<file path="config.mk">
export PLATFORM = sky130hd
export DESIGN_NAME = cch_conflict_handler
export DESIGN_NICKNAME = d
export VERILOG_FILES = /design/src/shared/cch_pkg.sv /design/src/verilog/cch_conflict_handler.sv
export SDC_FILE = /design/constraint.sdc
export NUM_CORES = 1
export LEC_CHECK = 0
export BUFFER_PORTS_ARGS = -buffer_cell sky130_fd_sc_hd__buf_4
export CELL_PAD_IN_SITES_DETAIL_PLACEMENT = 2
export CELL_PAD_IN_SITES_GLOBAL_PLACEMENT = 2
export CORE_ASPECT_RATIO = 0.9
export CORE_MARGIN = 2
export CORE_UTILIZATION = 42
export CTS_CLUSTER_SIZE = 20
export DETAILED_ROUTE_END_ITERATION = 16
export PLACE_DENSITY_LB_ADDON = 0.1
export SETUP_SLACK_MARGIN = 0.15
export SLEW_MARGIN = 20
export SYNTH_ARGS = -nofsm -noshare
export SYNTH_HDL_FRONTEND = slang
export SYNTH_SLANG_ARGS = --single-unit
</file>
<file path="constraint.sdc">
create_clock -name mclk -period 7.1 [get_ports mclk]
set_clock_uncertainty 0.1 [all_clocks]
set_input_delay 1.42 -clock mclk [delete_from_list [all_inputs] [get_ports mclk]]
set_output_delay 1.42 -clock mclk [all_outputs]
set_load 0.02 [all_outputs]
</file>
<file path="src/shared/cch_pkg.sv">
// Purpose: shared types and constants of the coherent conflict handler
// Assumes: one core clock, tracker ids index the outstanding request tracker
// Notes: kinds are plain encodings, phases are one-hot

package cch_pkg;

  // ------------------------------------------------------------------
  // sizes
  // ------------------------------------------------------------------
  localparam int unsigned CCH_ENTRIES = 4;
  localparam int unsigned CCH_ID_W = 2;
  localparam int unsigned CCH_LINE_W = 34;
  localparam logic [2:0] CCH_CNT_ENTRIES = 3'h4;
  // non-conflicting p2p non-posted requests are refused once this many entries hold them
  localparam logic [2:0] CCH_P2P_MAX = 3'h3;
  // non-read requests leave this many entries for reads
  localparam logic [2:0] CCH_RD_RESERVE = 3'h1;

  // ------------------------------------------------------------------
  // encodings
  // ------------------------------------------------------------------
  typedef enum logic [2:0] {
    CCH_LK_RD_CUR = 3'h0,
    CCH_LK_RD_CODE = 3'h1,
    CCH_LK_OWN_RD = 3'h2,
    CCH_LK_EXCL_WB = 3'h3,
    CCH_LK_P2P_NP = 3'h4,
    CCH_LK_POSTED = 3'h5
  } cch_lkind_e;

  typedef enum logic [1:0] {
    CCH_SK_CODE = 2'h0,
    CCH_SK_DATA = 2'h1,
    CCH_SK_INV_ITOE = 2'h2,
    CCH_SK_INV_ANY = 2'h3
  } cch_skind_e;

  typedef enum logic [2:0] {
    CCH_CK_DATA = 3'h0,
    CCH_CK_PLAIN = 3'h1,
    CCH_CK_FWD_CODE = 3'h2,
    CCH_CK_FWD_INV = 3'h3,
    CCH_CK_FWD_OWN = 3'h4
  } cch_ckind_e;

  typedef enum logic [1:0] {
    CCH_SR_INVALID = 2'h0,
    CCH_SR_CONFLICT = 2'h1
  } cch_srsp_e;

  typedef enum logic [1:0] {
    CCH_HR_INVALID = 2'h0,
    CCH_HR_INVALID_WB = 2'h1,
    CCH_HR_FWD_INVALID = 2'h2
  } cch_hrsp_e;

  typedef enum logic [3:0] {
    CCH_PH_IDLE = 4'b0001,
    CCH_PH_REQ = 4'b0010,
    CCH_PH_ACK = 4'b0100,
    CCH_PH_OWN = 4'b1000
  } cch_phase_e;

  // ------------------------------------------------------------------
  // carriers
  // ------------------------------------------------------------------
  typedef struct packed {
    logic [CCH_LINE_W-1:0] line;
    cch_lkind_e kind;
  } cch_lreq_s;

  typedef struct packed {
    logic [CCH_LINE_W-1:0] line;
    cch_skind_e kind;
  } cch_snp_s;

  typedef struct packed {
    logic [CCH_ID_W-1:0] id;
    cch_ckind_e kind;
  } cch_cmp_s;

  typedef struct packed {
    logic [CCH_ID_W-1:0] id;
    logic [CCH_LINE_W-1:0] line;
    cch_lkind_e kind;
  } cch_iss_s;

  typedef struct packed {
    logic [CCH_LINE_W-1:0] line;
    cch_srsp_e kind;
  } cch_srsp_s;

  typedef struct packed {
    logic [CCH_ID_W-1:0] id;
    cch_hrsp_e kind;
    logic with_wb_data;
    logic req_mod_data;
  } cch_hrsp_s;

endpackage : cch_pkg

</file>
<file path="src/verilog/cch_conflict_handler.sv">
// Purpose: conflict handling and deadlock avoidance for the coherent write cache
// Assumes: all inputs synchronous to mclk, completions carry a valid tracker id
// Notes: completions and promotions have no ready; they are always absorbed
//
// Behaviour
// - a stalled conflicting request stops only a second request to its line, and reads after that conflict.
// - one stalled request per active line; a second conflict blocks all reads.
// - promotions are never blocked and never raise a conflict.
// - snoops hitting request phase get conflict response; ack phase buffers them.
// - plain and forwarding completions clear buffered snoops; data completions leave them set.
// - current-copy read with forwarding completion: invalid to home, ends invalid.
// - code read with forwarding completion: invalid to home, line dropped invalid.
// - ownership read not at queue head: invalid response, line invalid.
// - ownership read at head: writeback to home, or modified data forwarded.
// - exclusive writeback with forwarding completion sends invalid to home.
// - completions always absorbed; an entry is reserved before each request.
// - peer-to-peer non-posted requests can fill the tracker only through a conflict replay.
// - reads keep fair access to tracker entries.
// - pci completions always pass deferred requests.
// - inbound responses are never blocked by the home channel.
// - snoop hitting a line under promotion at the queue head stalls until the promotion arrives.
// - snoop hitting an ownership read under promotion off the queue head revokes ownership, reissues ownership read.

`timescale 1ns/100ps

module cch_conflict_handler #(
  parameter bit FWD_OWN_DIRECT = 1'b1
) (
  input wire logic mclk,
  input wire logic rst_b,
  input wire logic lreq_valid,
  input wire cch_pkg::cch_lreq_s lreq,
  output logic lreq_ready,
  input wire logic snp_valid,
  input wire cch_pkg::cch_snp_s snp,
  output logic snp_ready,
  input wire logic cmp_valid,
  input wire cch_pkg::cch_cmp_s cmp,
  input wire logic ackc_valid,
  input wire logic [cch_pkg::CCH_ID_W-1:0] ackc_id,
  input wire logic ordq_head_valid,
  input wire logic [cch_pkg::CCH_ID_W-1:0] ordq_head_id,
  input wire logic prom_valid,
  input wire logic [cch_pkg::CCH_ID_W-1:0] prom_id,
  input wire logic pci_cmp_valid,
  input wire logic pci_dreq_valid,
  input wire logic pci_out_ready,
  output logic pci_cmp_take,
  output logic pci_dreq_take,
  output logic iss_valid,
  output cch_pkg::cch_iss_s iss,
  output logic srsp_valid,
  output cch_pkg::cch_srsp_s srsp,
  output logic hrsp_valid,
  output cch_pkg::cch_hrsp_s hrsp,
  output logic line_inv_valid,
  output logic [cch_pkg::CCH_LINE_W-1:0] line_inv,
  output logic reads_blocked
);
  import cch_pkg::*;

  // ------------------------------------------------------------------
  // tracker state
  // ------------------------------------------------------------------
  cch_phase_e phase_reg [CCH_ENTRIES];
  logic [CCH_LINE_W-1:0] line_reg [CCH_ENTRIES];
  cch_lkind_e kind_reg [CCH_ENTRIES];
  logic [CCH_ENTRIES-1:0] byp_v_reg;
  cch_lreq_s byp_reg [CCH_ENTRIES];
  logic [CCH_ENTRIES-1:0] snp_buf_reg;
  logic [CCH_ENTRIES-1:0] reiss_reg;
  logic blk_reg;

  logic [CCH_ENTRIES-1:0] lhit;
  logic [CCH_ENTRIES-1:0] shit;
  logic [CCH_ENTRIES-1:0] free_v;
  logic [CCH_ENTRIES-1:0] pend_v;
  logic [CCH_ENTRIES-1:0] coh_v;
  logic [CCH_ID_W-1:0] lidx;
  logic [CCH_ID_W-1:0] sidx;
  logic [CCH_ID_W-1:0] fidx;
  logic [CCH_ID_W-1:0] pidx;
  logic [2:0] free_cnt;
  logic [2:0] p2p_cnt;
  logic is_rd;
  logic pool_ok;
  logic lhit_any;
  logic shit_any;
  logic pend_any;
  logic s_at_head;
  logic take_new;
  logic take_byp;
  logic second_cnflt;

  // ------------------------------------------------------------------
  // per-entry compare
  // ------------------------------------------------------------------
  genvar gi;
  generate
    for (gi = 0; gi < CCH_ENTRIES; gi++) begin : g_cmp
      assign coh_v[gi] = (kind_reg[gi] == CCH_LK_RD_CUR) || (kind_reg[gi] == CCH_LK_RD_CODE) ||
                         (kind_reg[gi] == CCH_LK_OWN_RD) || (kind_reg[gi] == CCH_LK_EXCL_WB);
      assign lhit[gi] = (phase_reg[gi] != CCH_PH_IDLE) && (line_reg[gi] == lreq.line);
      assign shit[gi] = (phase_reg[gi] != CCH_PH_IDLE) && coh_v[gi] &&
                        (line_reg[gi] == snp.line);
      assign free_v[gi] = (phase_reg[gi] == CCH_PH_IDLE) && !byp_v_reg[gi];
      assign pend_v[gi] = ((phase_reg[gi] == CCH_PH_IDLE) && byp_v_reg[gi]) || reiss_reg[gi];
    end
  endgenerate

  always_comb begin
    lidx = '0;
    sidx = '0;
    fidx = '0;
    pidx = '0;
    free_cnt = '0;
    p2p_cnt = '0;
    for (int i = CCH_ENTRIES - 1; i >= 0; i--) begin
      if (lhit[i]) begin
        lidx = CCH_ID_W'(i);
      end
      if (shit[i]) begin
        sidx = CCH_ID_W'(i);
      end
      if (free_v[i]) begin
        fidx = CCH_ID_W'(i);
      end
      if (pend_v[i]) begin
        pidx = CCH_ID_W'(i);
      end
      free_cnt = free_cnt + {2'h0, free_v[i]};
      p2p_cnt = p2p_cnt + {2'h0, (phase_reg[i] != CCH_PH_IDLE) && (kind_reg[i] == CCH_LK_P2P_NP)};
    end
  end

  assign lhit_any = |lhit;
  assign shit_any = |shit;
  assign pend_any = |pend_v;
  assign is_rd = (lreq.kind == CCH_LK_RD_CUR) || (lreq.kind == CCH_LK_RD_CODE) ||
                 (lreq.kind == CCH_LK_OWN_RD);

  // ------------------------------------------------------------------
  // local request admission
  // ------------------------------------------------------------------
  // a free entry is the completion slot, so nothing issues without one
  always_comb begin
    if (is_rd) begin
      pool_ok = free_cnt != 3'h0;
    end else if (lreq.kind == CCH_LK_P2P_NP) begin
      pool_ok = (free_cnt > CCH_RD_RESERVE) && (p2p_cnt < CCH_P2P_MAX);
    end else begin
      pool_ok = free_cnt > CCH_RD_RESERVE;
    end
  end

  // pending replays own the issue port for one cycle; this costs a bubble, not a stall
  assign lreq_ready = !pend_any && !(blk_reg && is_rd) &&
                      (lhit_any ? !byp_v_reg[lidx] : pool_ok);
  assign take_new = lreq_valid && lreq_ready && !lhit_any;
  assign take_byp = lreq_valid && lreq_ready && lhit_any;
  assign second_cnflt = lreq_valid && lhit_any && byp_v_reg[lidx] && !pend_any;

  // ------------------------------------------------------------------
  // snoop decision
  // ------------------------------------------------------------------
  assign s_at_head = ordq_head_valid && (ordq_head_id == sidx);
  assign snp_ready = !(shit_any && (phase_reg[sidx] == CCH_PH_OWN) && s_at_head);

  // ------------------------------------------------------------------
  // pci ordered domain
  // ------------------------------------------------------------------
  assign pci_cmp_take = pci_cmp_valid && pci_out_ready;
  assign pci_dreq_take = pci_dreq_valid && pci_out_ready && !pci_cmp_valid;

  // ------------------------------------------------------------------
  // second-conflict block
  // ------------------------------------------------------------------
  always_ff @(posedge mclk or negedge rst_b) begin
    if (!rst_b) begin
      blk_reg <= 1'b0;
    end else if (second_cnflt) begin
      blk_reg <= 1'b1;
    end else if (pend_any && !reiss_reg[pidx]) begin
      blk_reg <= 1'b0;
    end
  end

  assign reads_blocked = blk_reg;

  // ------------------------------------------------------------------
  // tracker entries
  // ------------------------------------------------------------------
  // order within the cycle: replay, new request, snoop, completion, promotion;
  // later events win because they come from the far side and cannot wait
  always_ff @(posedge mclk or negedge rst_b) begin
    if (!rst_b) begin
      for (int i = 0; i < CCH_ENTRIES; i++) begin
        phase_reg[i] <= CCH_PH_IDLE;
        line_reg[i] <= '0;
        kind_reg[i] <= CCH_LK_POSTED;
        byp_reg[i] <= '0;
      end
      byp_v_reg <= '0;
      snp_buf_reg <= '0;
      reiss_reg <= '0;
    end else begin
      if (pend_any) begin
        if (reiss_reg[pidx]) begin
          reiss_reg[pidx] <= 1'b0;
        end else begin
          phase_reg[pidx] <= CCH_PH_REQ;
          line_reg[pidx] <= byp_reg[pidx].line;
          kind_reg[pidx] <= byp_reg[pidx].kind;
          byp_v_reg[pidx] <= 1'b0;
        end
      end
      if (take_new) begin
        phase_reg[fidx] <= CCH_PH_REQ;
        line_reg[fidx] <= lreq.line;
        kind_reg[fidx] <= lreq.kind;
      end
      if (take_byp) begin
        byp_v_reg[lidx] <= 1'b1;
        byp_reg[lidx] <= lreq;
      end
      if (snp_valid && snp_ready && shit_any) begin
        if (phase_reg[sidx] == CCH_PH_ACK) begin
          snp_buf_reg[sidx] <= 1'b1;
        end else if (phase_reg[sidx] == CCH_PH_OWN) begin
          phase_reg[sidx] <= CCH_PH_REQ;
          reiss_reg[sidx] <= 1'b1;
        end
      end
      if (ackc_valid && (phase_reg[ackc_id] == CCH_PH_REQ)) begin
        phase_reg[ackc_id] <= CCH_PH_ACK;
      end
      if (cmp_valid && (phase_reg[cmp.id] != CCH_PH_IDLE)) begin
        if (cmp.kind != CCH_CK_DATA) begin
          snp_buf_reg[cmp.id] <= 1'b0;
        end
        if ((cmp.kind == CCH_CK_DATA || cmp.kind == CCH_CK_PLAIN) &&
            (kind_reg[cmp.id] == CCH_LK_OWN_RD)) begin
          phase_reg[cmp.id] <= CCH_PH_OWN;
        end else begin
          phase_reg[cmp.id] <= CCH_PH_IDLE;
        end
      end
      if (prom_valid && (phase_reg[prom_id] == CCH_PH_OWN)) begin
        phase_reg[prom_id] <= CCH_PH_IDLE;
      end
    end
  end

  // ------------------------------------------------------------------
  // request issue
  // ------------------------------------------------------------------
  always_ff @(posedge mclk or negedge rst_b) begin
    if (!rst_b) begin
      iss_valid <= 1'b0;
      iss <= '0;
    end else begin
      iss_valid <= pend_any || take_new;
      if (pend_any) begin
        iss.id <= pidx;
        iss.line <= reiss_reg[pidx] ? line_reg[pidx] : byp_reg[pidx].line;
        iss.kind <= reiss_reg[pidx] ? CCH_LK_OWN_RD : byp_reg[pidx].kind;
      end else if (take_new) begin
        iss.id <= fidx;
        iss.line <= lreq.line;
        iss.kind <= lreq.kind;
      end
    end
  end

  // ------------------------------------------------------------------
  // snoop responses
  // ------------------------------------------------------------------
  // remote snoops are answered the next cycle unless buffered or under promotion at the queue head
  always_ff @(posedge mclk or negedge rst_b) begin
    if (!rst_b) begin
      srsp_valid <= 1'b0;
      srsp <= '0;
    end else begin
      srsp_valid <= snp_valid && snp_ready && !(shit_any && phase_reg[sidx] == CCH_PH_ACK);
      srsp.line <= snp.line;
      if (shit_any && (phase_reg[sidx] == CCH_PH_REQ)) begin
        srsp.kind <= CCH_SR_CONFLICT;
      end else begin
        srsp.kind <= CCH_SR_INVALID;
      end
    end
  end

  // ------------------------------------------------------------------
  // forwarding completion answers
  // ------------------------------------------------------------------
  logic fwd_hit;
  logic c_at_head;
  assign fwd_hit = cmp_valid && (phase_reg[cmp.id] != CCH_PH_IDLE) &&
                   (cmp.kind != CCH_CK_DATA) && (cmp.kind != CCH_CK_PLAIN);
  assign c_at_head = ordq_head_valid && (ordq_head_id == cmp.id);

  always_ff @(posedge mclk or negedge rst_b) begin
    if (!rst_b) begin
      hrsp_valid <= 1'b0;
      hrsp <= '0;
      line_inv_valid <= 1'b0;
      line_inv <= '0;
    end else begin
      hrsp_valid <= fwd_hit;
      line_inv_valid <= fwd_hit && (kind_reg[cmp.id] != CCH_LK_EXCL_WB);
      line_inv <= line_reg[cmp.id];
      hrsp.id <= cmp.id;
      hrsp.kind <= CCH_HR_INVALID;
      hrsp.with_wb_data <= 1'b0;
      hrsp.req_mod_data <= 1'b0;
      if ((kind_reg[cmp.id] == CCH_LK_OWN_RD) && c_at_head) begin
        if (FWD_OWN_DIRECT && (cmp.kind == CCH_CK_FWD_OWN)) begin
          hrsp.kind <= CCH_HR_FWD_INVALID;
          hrsp.req_mod_data <= 1'b1;
        end else begin
          hrsp.kind <= CCH_HR_INVALID_WB;
          hrsp.with_wb_data <= 1'b1;
        end
      end
    end
  end

endmodule : cch_conflict_handler

</file>
==> impl_results.md <==
* Status: complete, no violations
* DP Wirelength at 69.2 mm
* Worst r2r src: phase_reg[0]$_DFF_PN1_
* Final worst-path cycle share at 87.6%
* Initial core utilization at 42.4%
* # IOs at 219
* Clk sinks at 437
* Fin cells at 3,204
* Routability cong. at 0.971
* Power share of the clock group at 23.6%
* Critical path class: primary input to output port
* Gr ovfl total at 0
* Total Power at 11.3 mW
* Hold wc startpoint: byp_reg[17]$_DFFE_PN0P_
* Syn Area/Cell at 10.3 um2
* Most frequent cells in the layout: dfrtp_1, nand2_1, buf_4
* R2R Path End: line_reg[21]$_DFF_PN0_
* Crit path time final at 6220 ps
* Clock root cell: clkbuf_16
* Post-route ant nets at 0
* Power per cell area at 410 nW/um2
* Share of layout cells above drive strength 1 at 21.9%
* Design area at 27,500 um2
* CTS tree: built
* Dominant synthesized flop cell: dfrtp_1
* CP max FO at 7
* Crit start category: primary input
* Synth warn at 0
* Vias in the first global route at 22,004
* Clk_lat worst skew at 610 ps
* Vias at 20,463
* Post-CTS Hold Fix Bufs at 0
* Worst EP required at 5580 ps
* Average wire per standard cell at 32.4 um
* Unrepaired setup endpoints after global routing: false
* Clock-pin slew on the worst setup and hold paths at 60 ps
* Post-DR vias/cell at 6.39
* CTS buffer count at 49
* Dpl cell area at 25,800 um2
* Max_cap viols at 0
* Arr. time, crit path at 4700 ps
* Synth Cell Area at 23,600 um2
* Pleak at 12.0 nW
* Cell count after placement at 3,113
* Total wire length at 104 mm
* Pre-antenna DRT Iters at 9
* GRT Total Usage at 35.7%
* Starting DRC count in detailed routing at 2,052
* H-tree levels at 2
* EDFF count, synth at 0
* Internal at 6.25 mW
* Die Wd at 254 um
* Syn nets at 2,391
* Setup bufs post-CTS at 0
* Die height at 229 um
* CORE AREA at 55,600 um2
* R2R depth at 14
* First-pass GRT wire length at 153 mm
* Gate power share at 38.9%
* Setup TNS at 0 ps
* Hold Crit Depth at 1
* Final #Nets at 2,511
* Switching pwr at 5.02 mW
* P&R area growth vs syn at 16.4%
* IO buf count at 215
* Seq pwr share at 37.5%
* Worst-margin pin slew at 1140 ps
* Pin count of the biggest net entering global routing at 165
* # setup viols final at 0
* Hold Vio Cnt, Final at 0
* Antenna violations before repair at 2
* FFs w/ async S/R, synth at 100%
* FF-to-FF setup slack at 1570 ps
* Post-cts sizing count at 0
* Final Max Slew Viols at 0
* Clk buf depth at 3
* Yosys reg bits at 437
* Slew margin rel. at 23.8%
* Hold Path Class: flip-flop to flip-flop
* Row count at 82
* Yosys cell types at 78
* Max reg flops at 148
* Die Area at 58,100 um2
* WHS Endpoint: byp_reg[17]$_DFFE_PN0P_
* Peak VDD IR at 0.222 mV
* Sw Ratio at 44.6%
* Post-synthesis instance total at 2,288
* Crit. End Element: output port
* DRC at 0
* Fmax achieved at 161 MHz
* Sequential fraction of the synthesis area at 46.4%
* Commonest non-fill, non-tap cell in the layout: dfrtp_1
routing by layer:
metal	track usage, %	up-vias	wire length, um
li1	-	8467	-
met1	49.5	10942	44700
met2	57.4	840	49000
met3	4.66	212	6310
met4	12.8	2	3910
met5	0	-	13
power groups by stage:
| stage | registers, mW | clock network (mW) | logic, mW |
|---|---|---|---|
| floorplan | 3.99 | 0 | 2.28 |
| global placement | 4.16 | 0 | 4.12 |
| detailed placement | 4.20 | 0 | 4.27 |
| CTS | 4.18 | 2.68 | 4.34 |
| global route | 4.27 | 2.77 | 4.64 |
| finish | 4.23 | 2.65 | 4.38 |
through the flow:
stage | worst slack (ps) | util [%] | hold WS, ps
final | 882 | 49.4 | 396
after global routing | 804 | 49.4 | 423
after CTS | 927 | 49.4 | 400
after detailed placement | 938 | 46.4 | 383
after global placement | 989 | 46.3 | 374
after floorplan | 2090 | - | 365
cell usage after synthesis (all sizes together), types with 2 or more instances:
cell,n,share of area (%)
or3,2,0.053
o21bai,3,0.095
dfstp,12,1.3
nand2,352,5.6
and3,39,1.0
dfrtp,425,45
nor3b,5,0.16
a211oi,33,1.1
o2111ai,3,0.16
nand3,24,0.53
a311oi,2,0.074
buf,83,2.0
o22ai,3,0.080
nor2b,8,0.21
o21ai,274,5.8
nor2,71,1.1
a221o,32,1.4
or4,3,0.11
or3b,2,0.074
or4b,4,0.17
a21oi,53,1.1
nor3,17,0.36
nand4,29,0.77
inv,18,0.29
nand2b,3,0.080
fa,2,0.17
and2,7,0.20
mux2,149,7.1
xor2,205,7.6
a31oi,3,0.080
ha,6,0.32
and4,4,0.15
nor4,59,2.0
clkbuf,97,1.5
o31ai,3,0.12
mux4,36,3.4
xnor2,70,2.6
a222oi,71,3.0
nor4b,9,0.54
a21o,5,0.16
a21boi,40,1.3
o2111a,2,0.095
mux2i,5,0.21
worst max-delay path, cell delays in order:
cell,delay (ps)
buf_4,150
xor2_1,190
nor4_1,590
nand2_1,130
nor4_2,600
nor4b_4,600
nand2_1,120
o2111a_1,200
nor4_4,410
nand2_1,100
buf_4,180
layout make-up:
type / instances / area (um2)
multi-input combinational: 1653 / 11800
inverter: 18 / 67.6
antenna: 1 / 2.50
clock inverter: 18 / 164
fill: 5688 / 28200
timing repair buffer: 249 / 2010
tap: 756 / 946
clock buffer: 72 / 1490
sequential: 437 / 11000
logic make-up (layout without fill, tap and decap cells):
kind of cell             after synthesis  after routing  share of synthesized area [%]
flip-flops                           437            437                           46.4
XOR/XNOR                             275            275                           10.2
multiplexers                         190            190                           10.8
buffers and inverters                198            357                           3.85
adder cells (fa/ha/maj)                8              8                          0.488
AO/OA/AOI/OAI                        534            534                           14.8
other                                  1              2                         0.0159
AND/OR/NAND/NOR                      645            645                           13.4
worst max path at each step:
stage / startpoint / endpoint / slack (ps) / cells after the start
2_1_floorplan: snp[31] / snp_ready / 2090 / 9
3_3_place_gp: snp[3] / snp_ready / 990 / 11
3_5_place_dp: snp[3] / snp_ready / 940 / 11
4_1_cts: snp[3] / snp_ready / 930 / 11
5_1_grt: snp[17] / snp_ready / 800 / 11
6_report: snp[16] / snp_ready / 880 / 11
Note: power is estimated with default switching activity, not from simulation.
